## config.mk

```make
export PLATFORM = sky130hd
export DESIGN_NAME = gpsl_port
export DESIGN_NICKNAME = d
export VERILOG_FILES = /design/src/hdl/gpsl_pkg.sv /design/src/hdl/gpsl_port.sv
export SDC_FILE = /design/constraint.sdc
export NUM_CORES = 2
export LEC_CHECK = 0
export BUFFER_PORTS_ARGS = -buffer_cell sky130_fd_sc_hd__buf_2
export CORE_MARGIN = 3
export CORE_UTILIZATION = 25
export DETAILED_ROUTE_END_ITERATION = 8
export HOLD_SLACK_MARGIN = 0.1
export SLEW_MARGIN = 40
export SYNTH_ARGS = -nofsm -noshare
export SYNTH_HDL_FRONTEND = slang
export SYNTH_SLANG_ARGS = --single-unit
```

## constraint.sdc

```tcl
create_clock -name clk -period 4.6 [get_ports clk]
set_clock_uncertainty 0.15 [all_clocks]
set_input_delay 0.69 -clock clk [delete_from_list [all_inputs] [get_ports clk]]
set_output_delay 0.69 -clock clk [all_outputs]
set_load 0.02 [all_outputs]
```

## src/hdl/gpsl_pkg.sv

```systemverilog
`default_nettype none
package gpsl_pkg;
	// ********************************
	// Common types and sizes
	// ********************************
	typedef logic [31:0] gpsl_word_t;
	localparam int unsigned GPSL_MAX_PINS = 32;
	localparam int unsigned GPSL_GROUPS   = 2;
	localparam int unsigned GRP_NONSEC    = 0;
	localparam int unsigned GRP_SEC       = 1;

	// ********************************
	// Register byte offsets
	// ********************************
	localparam logic [11:0] OFS_OUT_VALUE   = 12'h004;
	localparam logic [11:0] OFS_OUT_SET     = 12'h008;
	localparam logic [11:0] OFS_OUT_CLEAR   = 12'h00C;
	localparam logic [11:0] OFS_IN_VALUE    = 12'h010;
	localparam logic [11:0] OFS_DIR_VALUE   = 12'h014;
	localparam logic [11:0] OFS_DIR_SET     = 12'h018;
	localparam logic [11:0] OFS_DIR_CLEAR   = 12'h01C;
	localparam logic [11:0] OFS_SENSE_FLAGS = 12'h020;
	localparam logic [11:0] OFS_NS_SRC_SEL  = 12'h024;
	localparam logic [11:0] OFS_SEC_SRC_SEL = 12'h028;
	localparam logic [11:0] OFS_PIN_CFG_LO  = 12'h200;
	localparam logic [11:0] OFS_PIN_CFG_HI  = 12'h27C;

	// ********************************
	// Pin configuration fields
	// ********************************
	localparam int unsigned CFG_DIR_BIT    = 0;
	localparam int unsigned CFG_INDISC_BIT = 1;
	localparam int unsigned CFG_PULL_LO    = 2;
	localparam int unsigned CFG_DRIVE_LO   = 8;
	localparam int unsigned CFG_SENSE_LO   = 16;
	localparam int unsigned CFG_ANALOG_BIT = 20;
	localparam gpsl_word_t  CFG_WRITABLE   = 32'h0013_070F;
	localparam gpsl_word_t  CFG_RESET      = 32'h0000_0002;
	localparam logic [1:0]  PULL_DOWN      = 2'h1;
	localparam logic [1:0]  PULL_UP        = 2'h3;
	localparam logic [1:0]  SENSE_HIGH     = 2'h2;
	localparam logic [1:0]  SENSE_LOW      = 2'h3;

	// ********************************
	// Source select and timing
	// ********************************
	localparam logic        SRC_COMBINED   = 1'b0;
	localparam logic        SRC_LATCHED    = 1'b1;
	localparam logic [1:0]  QUIET_CYCLES   = 2'h3;
	localparam logic [1:0]  OP_WRITE       = 2'h0;
	localparam logic [1:0]  OP_SET         = 2'h1;
	localparam logic [1:0]  OP_CLEAR       = 2'h2;
endpackage
`default_nettype wire

```

## src/hdl/gpsl_port.sv

```systemverilog
// Overview of operation
// - One port of up to 32 pins, each with its own configuration register.
// - Config sets direction, drive, pulls, sensing, input disconnect and analog use.
// - Writable registers keep their contents across low-power states.
// - Disconnected input reads zero and is invisible to sensing.
// - Peripherals may override pin output and direction and read its input.
// - Pad change reaches the input register two clock cycles later.
// - New sense assertion needs pad inactive three cycles after output rose.
// - Sense field picks high-level or low-level detection per pin.
// - Pin sense signal is high while its configured level is present.
// - Default source: port sense is combination of per-pin sense signals.
// - Sensing works in both on state and off state.
// - Two source selects: one for secure pins, one for non-secure pins.
// - Enabling sense on an already-met pin raises sense output at once.
// - Rising pin sense sets matching flag bit; pin 0 sets bit 0.
// - Write-one clear does not clear a flag while its pin sense is high.
// - Flags clear only by written ones; a falling sense leaves them set.
// - Latched sense high while any flag set, low once all cleared.
// - Flags left after a clear give a fresh rising edge on latched sense.
// - Flags record sense even when latched sense is not the selected source.
// - Source select may drive port sense from latched sense instead.
// - Port sense goes to power wake-up and the event units, secure separate.
// - Non-secure access to secure pin bits: writes ignored, reads zero.
// - Secure source select reads zero and ignores non-secure writes.
//
// Decided for this implementation: the register addresses and the Avalon-MM interface to the registers.
`timescale 1ns/1ns
`default_nettype none
module gpsl_port
	import gpsl_pkg::*;
#(
	parameter int unsigned PIN_COUNT = 32
) (
	input  wire logic        clk,
	input  wire logic        reset_n,
	input  wire logic [11:0] avs_address,
	input  wire logic        avs_read,
	input  wire logic        avs_write,
	input  wire logic [31:0] avs_writedata,
	input  wire logic [3:0]  avs_byteenable,
	input  wire logic        avs_secure,
	output logic      [31:0] avs_readdata,
	output logic             avs_waitrequest,
	input  wire logic [31:0] pin_secure_perm,
	input  wire logic [31:0] pad_in,
	output logic      [31:0] pad_out,
	output logic      [31:0] pad_oe,
	output logic      [31:0] pad_pull_up,
	output logic      [31:0] pad_pull_down,
	output logic      [95:0] pad_drive,
	output logic      [31:0] pad_analog_en,
	input  wire logic [31:0] periph_ovr_en,
	input  wire logic [31:0] periph_out,
	input  wire logic [31:0] periph_oe,
	output logic      [31:0] periph_in,
	output logic             sense_nonsecure,
	output logic             sense_secure,
	output logic             wake_request
);
	// ********************************
	// Elaboration checks
	// ********************************
	if (PIN_COUNT < 1 || PIN_COUNT > GPSL_MAX_PINS) begin : g_bad_count
		$error("PIN_COUNT must lie between 1 and 32");
	end
	localparam gpsl_word_t PIN_MASK = gpsl_word_t'({32{1'b1}} >> (GPSL_MAX_PINS - PIN_COUNT));

	// Write, set or clear of masked bits
	function automatic gpsl_word_t apply_op(input gpsl_word_t old, input logic [1:0] op,
	                                        input gpsl_word_t val, input gpsl_word_t m);
		gpsl_word_t res;
		case (op)
			OP_SET:   res = old | (val & m);
			OP_CLEAR: res = old & ~(val & m);
			default:  res = (old & ~m) | (val & m);
		endcase
		return res;
	endfunction

	// ********************************
	// Declarations
	// ********************************
	gpsl_word_t       cfg_r [GPSL_MAX_PINS];
	gpsl_word_t       out_r;
	gpsl_word_t       flags_r;
	gpsl_word_t       flags_nxt;
	gpsl_word_t       pad_meta_r;
	gpsl_word_t       pad_sync_r;
	gpsl_word_t       raw_d_r;
	gpsl_word_t       in_conn;
	gpsl_word_t       in_val;
	gpsl_word_t       raw;
	gpsl_word_t       dir_vec;
	gpsl_word_t       dir_nxt;
	gpsl_word_t       be_m;
	gpsl_word_t       wmask;
	gpsl_word_t       rmask;
	gpsl_word_t       flag_clr;
	gpsl_word_t       rd_val;
	gpsl_word_t       grp_m [GPSL_GROUPS];
	logic             waitreq_r;
	logic [31:0]      readdata_r;
	logic             wr_go;
	logic             cfg_hit;
	logic [4:0]       cfg_idx;
	logic             cfg_ok;
	logic             clr_done_r;
	logic [1:0]       sel_r;
	logic [1:0]       lat_r;
	logic [1:0]       comb_src;
	logic [1:0]       out_sense_r;
	logic [1:0]       out_sense_nxt;
	logic [1:0]       quiet_r [GPSL_GROUPS];
	logic [31:0]      pad_out_r;
	logic [31:0]      pad_oe_r;
	logic [31:0]      pull_up_r;
	logic [31:0]      pull_dn_r;
	logic [95:0]      drive_r;
	logic [31:0]      analog_r;
	logic [31:0]      periph_in_r;
	logic             wake_r;

	// ********************************
	// Bus decode
	// ********************************
	// Byte lanes, security filter and write strobe
	always_comb begin
		be_m    = {{8{avs_byteenable[3]}}, {8{avs_byteenable[2]}},
		           {8{avs_byteenable[1]}}, {8{avs_byteenable[0]}}};
		rmask   = PIN_MASK & (avs_secure ? 32'hFFFF_FFFF : ~pin_secure_perm);
		wmask   = be_m & rmask;
		wr_go   = avs_write && !waitreq_r;
		cfg_hit = (avs_address >= OFS_PIN_CFG_LO) && (avs_address <= OFS_PIN_CFG_HI) &&
		          (avs_address[1:0] == 2'h0);
		cfg_idx = avs_address[6:2];
		cfg_ok  = cfg_hit && PIN_MASK[cfg_idx] && (avs_secure || !pin_secure_perm[cfg_idx]);
	end

	// One wait cycle, then a single ready cycle
	always_ff @(posedge clk) begin
		if (!reset_n) begin
			waitreq_r <= 1'b1;
		end else if ((avs_read || avs_write) && waitreq_r) begin
			waitreq_r <= 1'b0;
		end else begin
			waitreq_r <= 1'b1;
		end
	end

	// Read multiplexer
	always_comb begin
		rd_val = 32'h0000_0000;
		case (avs_address)
			OFS_OUT_VALUE, OFS_OUT_SET, OFS_OUT_CLEAR: rd_val = out_r & rmask;
			OFS_IN_VALUE:                              rd_val = in_val & rmask;
			OFS_DIR_VALUE, OFS_DIR_SET, OFS_DIR_CLEAR: rd_val = dir_vec & rmask;
			OFS_SENSE_FLAGS:                           rd_val = flags_r & rmask;
			OFS_NS_SRC_SEL:                            rd_val = {31'h0000_0000, sel_r[GRP_NONSEC]};
			OFS_SEC_SRC_SEL:                           rd_val = {31'h0000_0000, sel_r[GRP_SEC] & avs_secure};
			default: begin
				if (cfg_ok) begin
					rd_val = cfg_r[cfg_idx];
				end
			end
		endcase
	end

	// Read data captured as the ready cycle opens
	always_ff @(posedge clk) begin
		if (!reset_n) begin
			readdata_r <= 32'h0000_0000;
		end else if (avs_read && waitreq_r) begin
			readdata_r <= rd_val;
		end
	end

	// ********************************
	// Configuration and output state
	// ********************************
	// Direction bits live inside each pin config word
	always_comb begin
		for (int i = 0; i < GPSL_MAX_PINS; i++) begin
			dir_vec[i] = cfg_r[i][CFG_DIR_BIT];
		end
		dir_nxt = dir_vec;
		if (wr_go) begin
			case (avs_address)
				OFS_DIR_VALUE: dir_nxt = apply_op(dir_vec, OP_WRITE, avs_writedata, wmask);
				OFS_DIR_SET:   dir_nxt = apply_op(dir_vec, OP_SET, avs_writedata, wmask);
				OFS_DIR_CLEAR: dir_nxt = apply_op(dir_vec, OP_CLEAR, avs_writedata, wmask);
				default:       dir_nxt = dir_vec;
			endcase
		end
	end

	// Per-pin config words, retained outside reset
	always_ff @(posedge clk) begin
		if (!reset_n) begin
			for (int i = 0; i < GPSL_MAX_PINS; i++) begin
				cfg_r[i] <= CFG_RESET;
			end
		end else begin
			for (int i = 0; i < GPSL_MAX_PINS; i++) begin
				cfg_r[i][CFG_DIR_BIT] <= dir_nxt[i];
			end
			if (wr_go && cfg_ok) begin
				cfg_r[cfg_idx] <= apply_op(cfg_r[cfg_idx], OP_WRITE, avs_writedata, be_m & CFG_WRITABLE);
			end
		end
	end

	// Output value, zeroed by reset, then written, set or cleared over the bus
	always_ff @(posedge clk) begin
		if (!reset_n) begin
			out_r <= 32'h0000_0000;
		end else if (wr_go) begin
			case (avs_address)
				OFS_OUT_VALUE: out_r <= apply_op(out_r, OP_WRITE, avs_writedata, wmask);
				OFS_OUT_SET:   out_r <= apply_op(out_r, OP_SET, avs_writedata, wmask);
				OFS_OUT_CLEAR: out_r <= apply_op(out_r, OP_CLEAR, avs_writedata, wmask);
				default:       out_r <= out_r;
			endcase
		end
	end

	always_ff @(posedge clk) begin
		if (!reset_n) begin
			sel_r <= {SRC_COMBINED, SRC_COMBINED};
		end else if (wr_go && avs_byteenable[0]) begin
			if (avs_address == OFS_NS_SRC_SEL) begin
				sel_r[GRP_NONSEC] <= avs_writedata[0];
			end
			if (avs_address == OFS_SEC_SRC_SEL && avs_secure) begin
				sel_r[GRP_SEC] <= avs_writedata[0];
			end
		end
	end

	// ********************************
	// Pad side
	// ********************************
	// Two-stage pad synchroniser
	always_ff @(posedge clk) begin
		if (!reset_n) begin
			pad_meta_r <= 32'h0000_0000;
			pad_sync_r <= 32'h0000_0000;
		end else begin
			pad_meta_r <= pad_in;
			pad_sync_r <= pad_meta_r;
		end
	end

	// Input gating and per-pin level detection
	always_comb begin
		for (int i = 0; i < GPSL_MAX_PINS; i++) begin
			in_conn[i] = !cfg_r[i][CFG_INDISC_BIT] && PIN_MASK[i];
			raw[i] = in_conn[i] &&
			         (((cfg_r[i][CFG_SENSE_LO +: 2] == SENSE_HIGH) && pad_sync_r[i]) ||
			          ((cfg_r[i][CFG_SENSE_LO +: 2] == SENSE_LOW) && !pad_sync_r[i]));
		end
		in_val = pad_sync_r & in_conn;
		grp_m[GRP_NONSEC] = PIN_MASK & ~pin_secure_perm;
		grp_m[GRP_SEC]    = PIN_MASK & pin_secure_perm;
	end

	// Peripheral override of output and direction
	always_ff @(posedge clk) begin
		if (!reset_n) begin
			pad_out_r   <= 32'h0000_0000;
			pad_oe_r    <= 32'h0000_0000;
			pull_up_r   <= 32'h0000_0000;
			pull_dn_r   <= 32'h0000_0000;
			drive_r     <= 96'h0;
			analog_r    <= 32'h0000_0000;
			periph_in_r <= 32'h0000_0000;
		end else begin
			pad_out_r   <= (periph_ovr_en & periph_out) | (~periph_ovr_en & out_r & PIN_MASK);
			pad_oe_r    <= (periph_ovr_en & periph_oe) | (~periph_ovr_en & dir_vec & PIN_MASK);
			periph_in_r <= in_val;
			for (int i = 0; i < GPSL_MAX_PINS; i++) begin
				pull_up_r[i]       <= cfg_r[i][CFG_PULL_LO +: 2] == PULL_UP;
				pull_dn_r[i]       <= cfg_r[i][CFG_PULL_LO +: 2] == PULL_DOWN;
				drive_r[i*3 +: 3]  <= cfg_r[i][CFG_DRIVE_LO +: 3];
				analog_r[i]        <= cfg_r[i][CFG_ANALOG_BIT];
			end
		end
	end

	// ********************************
	// Sense flags and latched sense
	// ********************************
	// Clear mask from a write to the flag register
	always_comb begin
		flag_clr  = (wr_go && avs_address == OFS_SENSE_FLAGS) ? (avs_writedata & wmask) : 32'h0000_0000;
		flags_nxt = (flags_r & ~(flag_clr & ~raw)) | (raw & ~raw_d_r);
	end

	// Sticky flags, set wins over clear
	always_ff @(posedge clk) begin
		if (!reset_n) begin
			flags_r    <= 32'h0000_0000;
			raw_d_r    <= 32'h0000_0000;
			clr_done_r <= 1'b0;
		end else begin
			flags_r    <= flags_nxt;
			raw_d_r    <= raw;
			clr_done_r <= wr_go && (avs_address == OFS_SENSE_FLAGS);
		end
	end

	// One low cycle after each clear
	always_ff @(posedge clk) begin
		if (!reset_n) begin
			lat_r <= 2'h0;
		end else begin
			for (int g = 0; g < GPSL_GROUPS; g++) begin
				lat_r[g] <= !clr_done_r && (|(flags_r & grp_m[g]));
			end
		end
	end

	// ********************************
	// Port sense outputs
	// ********************************
	// Source choice and re-arm gate
	always_comb begin
		for (int g = 0; g < GPSL_GROUPS; g++) begin
			comb_src[g] = |(raw & grp_m[g]);
			out_sense_nxt[g] = (sel_r[g] == SRC_LATCHED) ? lat_r[g] :
			                   (comb_src[g] && (out_sense_r[g] || quiet_r[g] == QUIET_CYCLES));
		end
	end

	always_ff @(posedge clk) begin
		if (!reset_n) begin
			out_sense_r <= 2'h0;
			wake_r      <= 1'b0;
			for (int g = 0; g < GPSL_GROUPS; g++) begin
				quiet_r[g] <= QUIET_CYCLES;
			end
		end else begin
			out_sense_r <= out_sense_nxt;
			wake_r      <= |out_sense_nxt;
			for (int g = 0; g < GPSL_GROUPS; g++) begin
				if (comb_src[g]) begin
					quiet_r[g] <= 2'h0;
				end else if (quiet_r[g] != QUIET_CYCLES) begin
					quiet_r[g] <= quiet_r[g] + 2'h1;
				end
			end
		end
	end

	// ********************************
	// Output ports
	// ********************************
	assign avs_readdata    = readdata_r;
	assign avs_waitrequest = waitreq_r;
	assign pad_out         = pad_out_r;
	assign pad_oe          = pad_oe_r;
	assign pad_pull_up     = pull_up_r;
	assign pad_pull_down   = pull_dn_r;
	assign pad_drive       = drive_r;
	assign pad_analog_en   = analog_r;
	assign periph_in       = periph_in_r;
	assign sense_nonsecure = out_sense_r[GRP_NONSEC];
	assign sense_secure    = out_sense_r[GRP_SEC];
	assign wake_request    = wake_r;

	// ********************************
	// Assertions
	// ********************************
	logic [2:0] age_r;
	logic       rose_once_r;

	// Cycles since reset and first sense rise
	always_ff @(posedge clk) begin
		if (!reset_n) begin
			age_r       <= 3'h0;
			rose_once_r <= 1'b0;
		end else begin
			age_r       <= (age_r == 3'h7) ? age_r : age_r + 3'h1;
			rose_once_r <= rose_once_r || (out_sense_nxt[0] && !out_sense_r[0]);
		end
	end
endmodule
`default_nettype wire

```

* After elaboration in Yosys (flattened, before gate mapping)
Memory sizes are Yosys's and may differ from the RTL's.
Index checks and enable logic that the tools add are counted.
** Word-level totals
- Flip-flop bits (word level) :: 489
- RAM bits :: 1028
- ROM bits :: 32
- Input port bits :: 213
- Output and inout bits :: 324
- Memories kept :: 3
** Cells by class
- $add $sub $neg :: 2
- Order comparisons :: 3
- Equal/unequal tests :: 142
- Muxes and demuxes :: 70
- Bitwise gates (word level) :: 77
- Reduce and logical (&&, ||, !) cells :: 226
** Memory list
- cfg_r :: depth 32, bits a word 32, read ports 33, clocked after Yosys merged registers in 0, wr ports 33, line gpsl_port.sv:83 : gpsl_word_t cfg_r [GPSL_MAX_PINS];
- (no name shown) :: depth 32, bits a word 1, read ports 1, clocked after Yosys merged registers in 0, wr ports 0, line gpsl_port.sv:136 : cfg_ok = cfg_hit && PIN_MASK[cfg_idx] && (avs_secure || !pin_secure_perm[cfg_idx]);
- quiet_r :: depth 2, bits a word 2, read ports 2, clocked after Yosys merged registers in 0, wr ports 2, line gpsl_port.sv:113 : logic [1:0] quiet_r [GPSL_GROUPS];
** Operators by type and width (count)
- 32-bit bitwise AND :: 23
- 32-bit OR :: 8
- 32-bit inverter :: 7
- 2-bit equality test (second input constant) :: 98
- 32-bit two-way mux :: 6
- 32-bit one-hot mux with 3 select lines :: 2
- 32-bit one-hot mux with 6 select lines :: 1
- 32-bit OR reduction :: 4
- 1-bit logical AND :: 111
- 1-bit logical NOT :: 67
- 2-bit by 1-bit equality test with 1-bit output (second input constant) :: 32
- 1-bit two-way mux :: 56
- 12-bit by 5-bit equality test with 1-bit output (second input constant) :: 4
- 12-bit by 6-bit equality test with 1-bit output (second input constant) :: 3
- 1-bit logical OR :: 36
- 1-bit OR :: 36
- 32-bit by 21-bit bitwise AND with 32-bit output :: 1
- 21-bit inverter with 32-bit output :: 1
- 12-bit by 4-bit equality test with 1-bit output (second input constant) :: 2
- 12-bit by 3-bit equality test with 1-bit output (second input constant) :: 1
- 12-bit by 10-bit >= comparator with 1-bit output (second input constant) :: 1
- 12-bit by 10-bit <= comparator with 1-bit output (second input constant) :: 1
- 2-bit two-way mux :: 4
- 5-bit by 6-bit less-than comparator with 1-bit output (second input constant) :: 1
- other kinds (9) :: 14

* Longest topological paths before layout
- Word-level depth :: 11
- Gate-level depth with buffers :: 14
- Depth with buffers taken out :: 7

* Least setup slack after synthesis
OpenSTA, ideal clock, no wires.
- Kind :: input to register
- Start :: input avs_address[11]
- End :: memory cfg_r[1][10] in the netlist's numbering (enable)
- Library setup time :: 0.388 ns
- Arrival :: 3.481 ns
- Setup slack :: 0.580 ns
- Stages on the path :: 10
- Buffers on the path :: 3
- Cell sequence :: or4_4 > nor4b_4 > nand2_1 > a311oi_4 > or2_1 > buf_6 > buf_12 > nand3_4 > buf_6 > nand2_1
** RTL lines
- from (decl) :: line gpsl_port.sv:36 : input wire logic [11:0] avs_address,
- to (decl) :: line gpsl_port.sv:83

==> out/metrics.yaml <==
worst_setup_path:
  cp_cell_sequence: "xor2_1 -> nand3b_1 -> o2111ai_1 -> nor4_1 -> nand4_1 -> or3_1 -> o311ai_0"
  critPathTopFamily: "simple AND/OR/NAND/NOR gates"
  worstPathBufferInverterCount: 0
  cp_slowest_stage_delay_ns: 0.82
  cpMaxStageDelayCell: "sky130_fd_sc_hd__nor4_1"
  arrival_ns: 4.29
  crit_path_start_kind: "flop"
  setup.worst_path.end_class: "flop"
  critical_path.reg2reg.startpoint: "cfg_r[23][16]$_SDFFCE_PN0P_"
  crit_fanout: 6
  class_of_the_most_critical_setup_path: "flop to flop"
  rr_worst_depth: 7
  flop_to_flop_setup_slack_ns: 0.70
  reg2reg_to: "quiet_r[1][1]$_DFFE_PP_"
  crit_required_ns: 5.00
clock_tree:
  clock_tree.htree_level_count: 4
  worst_skew_pair.late_latency_ns: 0.81
  cts-buffers-inserted: 150
  clkSinkCount: 1517
  root_buffer: "sky130_fd_sc_hd__clkbuf_16"
  path_clk_slew_ns: 0.07
  cts.repair_timing.setup_buffer_count: 0
  clock_tree_from_tritoncts: "done"
  clk_buf_depth: 3
placed_design:
  gp_congestion: 1.013
  dpl.cell_count: 9030
  port-buffer-count: 536
  detailed_place_hpwl_microns: 205400
  post-place-ws_ns: 0.2390
logic_synthesis:
  largest_family_of_logic_cells_by_synthesized_area: "simple AND/OR/NAND/NOR gates"
  yosys_warnings: 0
  synth_ff_type: "sky130_fd_sc_hd__edfxtp_1"
  synthSimpleGateAreaFrac_pct: 15.12
  synth_area_leader_cell: "sky130_fd_sc_hd__edfxtp_1"
  post_synth_num_cell_types: 77
  synth_compound_area_share_pct: 7.242
  postSynthRegisterBits: 1517
  synth.area.mux_share_pct: 10.71
  synth_adder_area_share_pct: 0.03880
  register_area_share_after_synthesis_pct: 62.81
  syn_area_sq_um: 64490
  synthArstFlopShare_pct: 0
  synthesis.nets: 5493
  yosys.area_share.xor_xnor_pct: 0.4346
  synth_top_cell_area_share_pct: 47.17
  avgSynthCellArea_sq_um: 12.22
  synth_area_leaders: "sky130_fd_sc_hd__edfxtp_1, sky130_fd_sc_hd__dfxtp_1, sky130_fd_sc_hd__nor2_1"
  post_synth_inst_count: 5278
  synth_edf_count: 1013
sta:
  report.final.hold_viol_count: 0
  max_slew_margin_pct: 27.72
  achievable-frequency_mhz: 256.6
  tightest_slew_ns: 1.082
  rsz0062_at_grt: "no"
  finalCritPeriodShare_pct: 84.73
  finalSetupViolCount: 0
  worst_setup_slack_final_ns: 0.7025
  final-max-slew-violation-count: 0
  finalCriticalPeriod_ns: 3.898
route:
  detail_route.vias_per_cell: 5.183
  dr.pass1.iters: 8
  via_count: 49120
  aggregate_routed_wire_length_microns: 285100
  final_antenna_net_count: 0
  first_iter_violations: 7050
  detail_route.wl_per_cell_microns: 30.08
  remaining_drc_errors: 0
status:
  result_of_the_run: "complete, no violations"
global_route:
  grtUsageMet3_pct: 3.992
  met1_usage_pct: 26.52
  track_usage_pct: 20.84
  grt_pass1_vias: 47470
  grt_most_used_layer: "met2"
  grt.met2_usage_pct: 33.37
  grt_max_degree: 193
  antenna_found_initial: 22
  grt.overflow.total: 0
  grt_first_pass_wirelength_microns: 389400
power_and_ir_drop:
  pwr_density_cell_nw_per_um2: 390.2
  worst_ir_drop_vdd_mv: 0.4030
  p_leak_nw: 30.22
hold_path:
  hold-path-cell-count: 3
  hold_path_class: "primary input to flop"
  whs_endpoint: "pad_out[25]$_SDFF_PN0_"
  min-delay-start: "periph_out[25]"
floorplan:
  die-width_microns: 513.9
  placementRows: 185
  initial_utilization_pct: 25.26
  fp.coreArea_sq_um: 255300
  io_pins: 537
  die_h_microns: 513.9
  die_footprint_sq_um: 264100
cells_and_area:
  largest_register_by_flop_count: "cfg_r"
  final_cell_count_no_fill: 9477
  nets: 6182
  mostFrequentLayoutCells: "sky130_fd_sc_hd__nor2_1, sky130_fd_sc_hd__edfxtp_1, sky130_fd_sc_hd__buf_2, sky130_fd_sc_hd__dfxtp_1, sky130_fd_sc_hd__nand2_1"
  number_of_flip_flops_under_the_largest_register_name: 1024
  syn_to_final_growth_pct: 22.72
  final_layout_size_suffix_gt1_share_pct: 23.19
  most_common_cell_after_layout_fill_and_taps_aside: "sky130_fd_sc_hd__nor2_1"
flow_run:
  drv_cap: 0
[tightest hold or removal path, cell delays in order]
cell	delay, ns
sky130_fd_sc_hd__buf_2	0.18
sky130_fd_sc_hd__mux2i_1	0.10
sky130_fd_sc_hd__nor2_1	0.07
[kinds of logic (layout without fill, tap and decap cells)]
kind of cell,count (synthesis),count (layout)
AO/OA/AOI/OAI,690,690
XOR/XNOR,32,32
adder cells (fa/ha/maj),2,2
buffers and inverters,479,1291
flip-flops,1517,1517
multiplexers,446,446
other,0,21
AND/OR/NAND/NOR,2112,2112
[cell type report]
type	instances	area, sq um
tap	3366	4212
clock buffer	195	4172
inverter	41	158.9
sequential	1517	40510
antenna	21	52.55
clock inverter	80	767.0
fill	25590	176200
timing repair buffer	975	7269
multi-input combinational	3282	22010
[metrics by stage]
| step | instance area [sq um] | utilization, % | hold slack (ns) | total power [mW] | TNS (ns) |
|---|---|---|---|---|---|
| 2_1_floorplan | 64490 | - | 0.2619 | 16.95 | 0 |
| 3_3_place_gp | 72580 | 28.43 | 0.2695 | 18.53 | -0.2703 |
| 3_5_place_dp | 72640 | 28.45 | 0.2709 | 18.57 | 0 |
| 4_1_cts | 79090 | 30.98 | 0.1023 | 30.99 | 0 |
| 5_1_grt | 79120 | 30.99 | 0.1298 | 31.67 | 0 |
| 6_report | 79150 | 31.00 | 0.1491 | 30.89 | 0 |
[power by group]
group          switching (mW)  internal (mW)  total, mW
clock                    5.54           6.91       12.5
sequential              0.320           15.0       15.3
combinational            2.10           1.06       3.16
[layer usage]
| metal | up-vias | wire (microns) | part of all wire [%] |
|---|---|---|---|
| li1 | 20490 | - | - |
| met1 | 24940 | 109900 | 39 |
| met2 | 3120 | 130400 | 46 |
| met3 | 549 | 27070 | 9.5 |
| met4 | 14 | 17630 | 6.2 |
| met5 | - | 86 | 0.030 |
[worst max path at each step]
stage	startpoint	to	slack [ns]	cells past startpoint
floorplan	avs_address[11]	cfg_r[1][10]$_DFFE_PP_	0.58	10
global placement	avs_address[4]	avs_readdata[8]$_SDFFE_PN0P_	-0.16	7
detailed placement	avs_address[3]	avs_readdata[25]$_SDFFE_PN0P_	0.24	10
CTS	cfg_r[23][16]$_SDFFCE_PN0P_	quiet_r[1][1]$_DFFE_PP_	0.94	7
global route	cfg_r[30][16]$_SDFFCE_PN0P_	quiet_r[1][1]$_DFFE_PP_	0.74	7
finish	cfg_r[23][16]$_SDFFCE_PN0P_	quiet_r[1][1]$_DFFE_PP_	0.70	7
[repair_timing]
item / CTS / global route
resized for setup: 0 / 0
hold buffers: 151 / 0
endpoints found under the hold margin: 102 / 0
[cells in the mapped netlist (10+ instances only)]
cell,instances
sky130_fd_sc_hd__nor3_1,25
sky130_fd_sc_hd__a22oi_1,44
sky130_fd_sc_hd__clkbuf_1,219
sky130_fd_sc_hd__edfxtp_1,1013
sky130_fd_sc_hd__mux2_2,23
sky130_fd_sc_hd__a31o_2,12
sky130_fd_sc_hd__a2bb2oi_1,11
sky130_fd_sc_hd__buf_6,28
sky130_fd_sc_hd__nor3b_1,51
sky130_fd_sc_hd__nor2_1,1191
sky130_fd_sc_hd__xor2_1,17
sky130_fd_sc_hd__nor2b_1,23
sky130_fd_sc_hd__inv_1,38
sky130_fd_sc_hd__nand2_1,317
sky130_fd_sc_hd__mux4_2,193
sky130_fd_sc_hd__a21oi_1,148
sky130_fd_sc_hd__a221oi_1,63
sky130_fd_sc_hd__buf_2,133
sky130_fd_sc_hd__buf_1,19
sky130_fd_sc_hd__o22a_1,16
sky130_fd_sc_hd__buf_4,37
sky130_fd_sc_hd__xnor2_1,15
sky130_fd_sc_hd__and3_1,41
sky130_fd_sc_hd__o221ai_1,24
sky130_fd_sc_hd__or3_1,16
sky130_fd_sc_hd__a22o_1,19
sky130_fd_sc_hd__o22ai_1,37
sky130_fd_sc_hd__and2_1,212
sky130_fd_sc_hd__nand2b_1,35
sky130_fd_sc_hd__o21a_1,19
sky130_fd_sc_hd__nand3_1,49
sky130_fd_sc_hd__dfxtp_1,504
sky130_fd_sc_hd__nand3_4,18
sky130_fd_sc_hd__mux2i_1,230
sky130_fd_sc_hd__nand3b_1,28
sky130_fd_sc_hd__a221o_1,13
sky130_fd_sc_hd__o21ai_0,147
sky130_fd_sc_hd__nand4_1,44
sky130_fd_sc_hd__a222oi_1,10
sky130_fd_sc_hd__o31ai_1,16
sky130_fd_sc_hd__a31oi_1,21
sky130_fd_sc_hd__o211ai_1,40
sky130_fd_sc_hd__nor2_2,18
(Power assumes the default switching activity.)
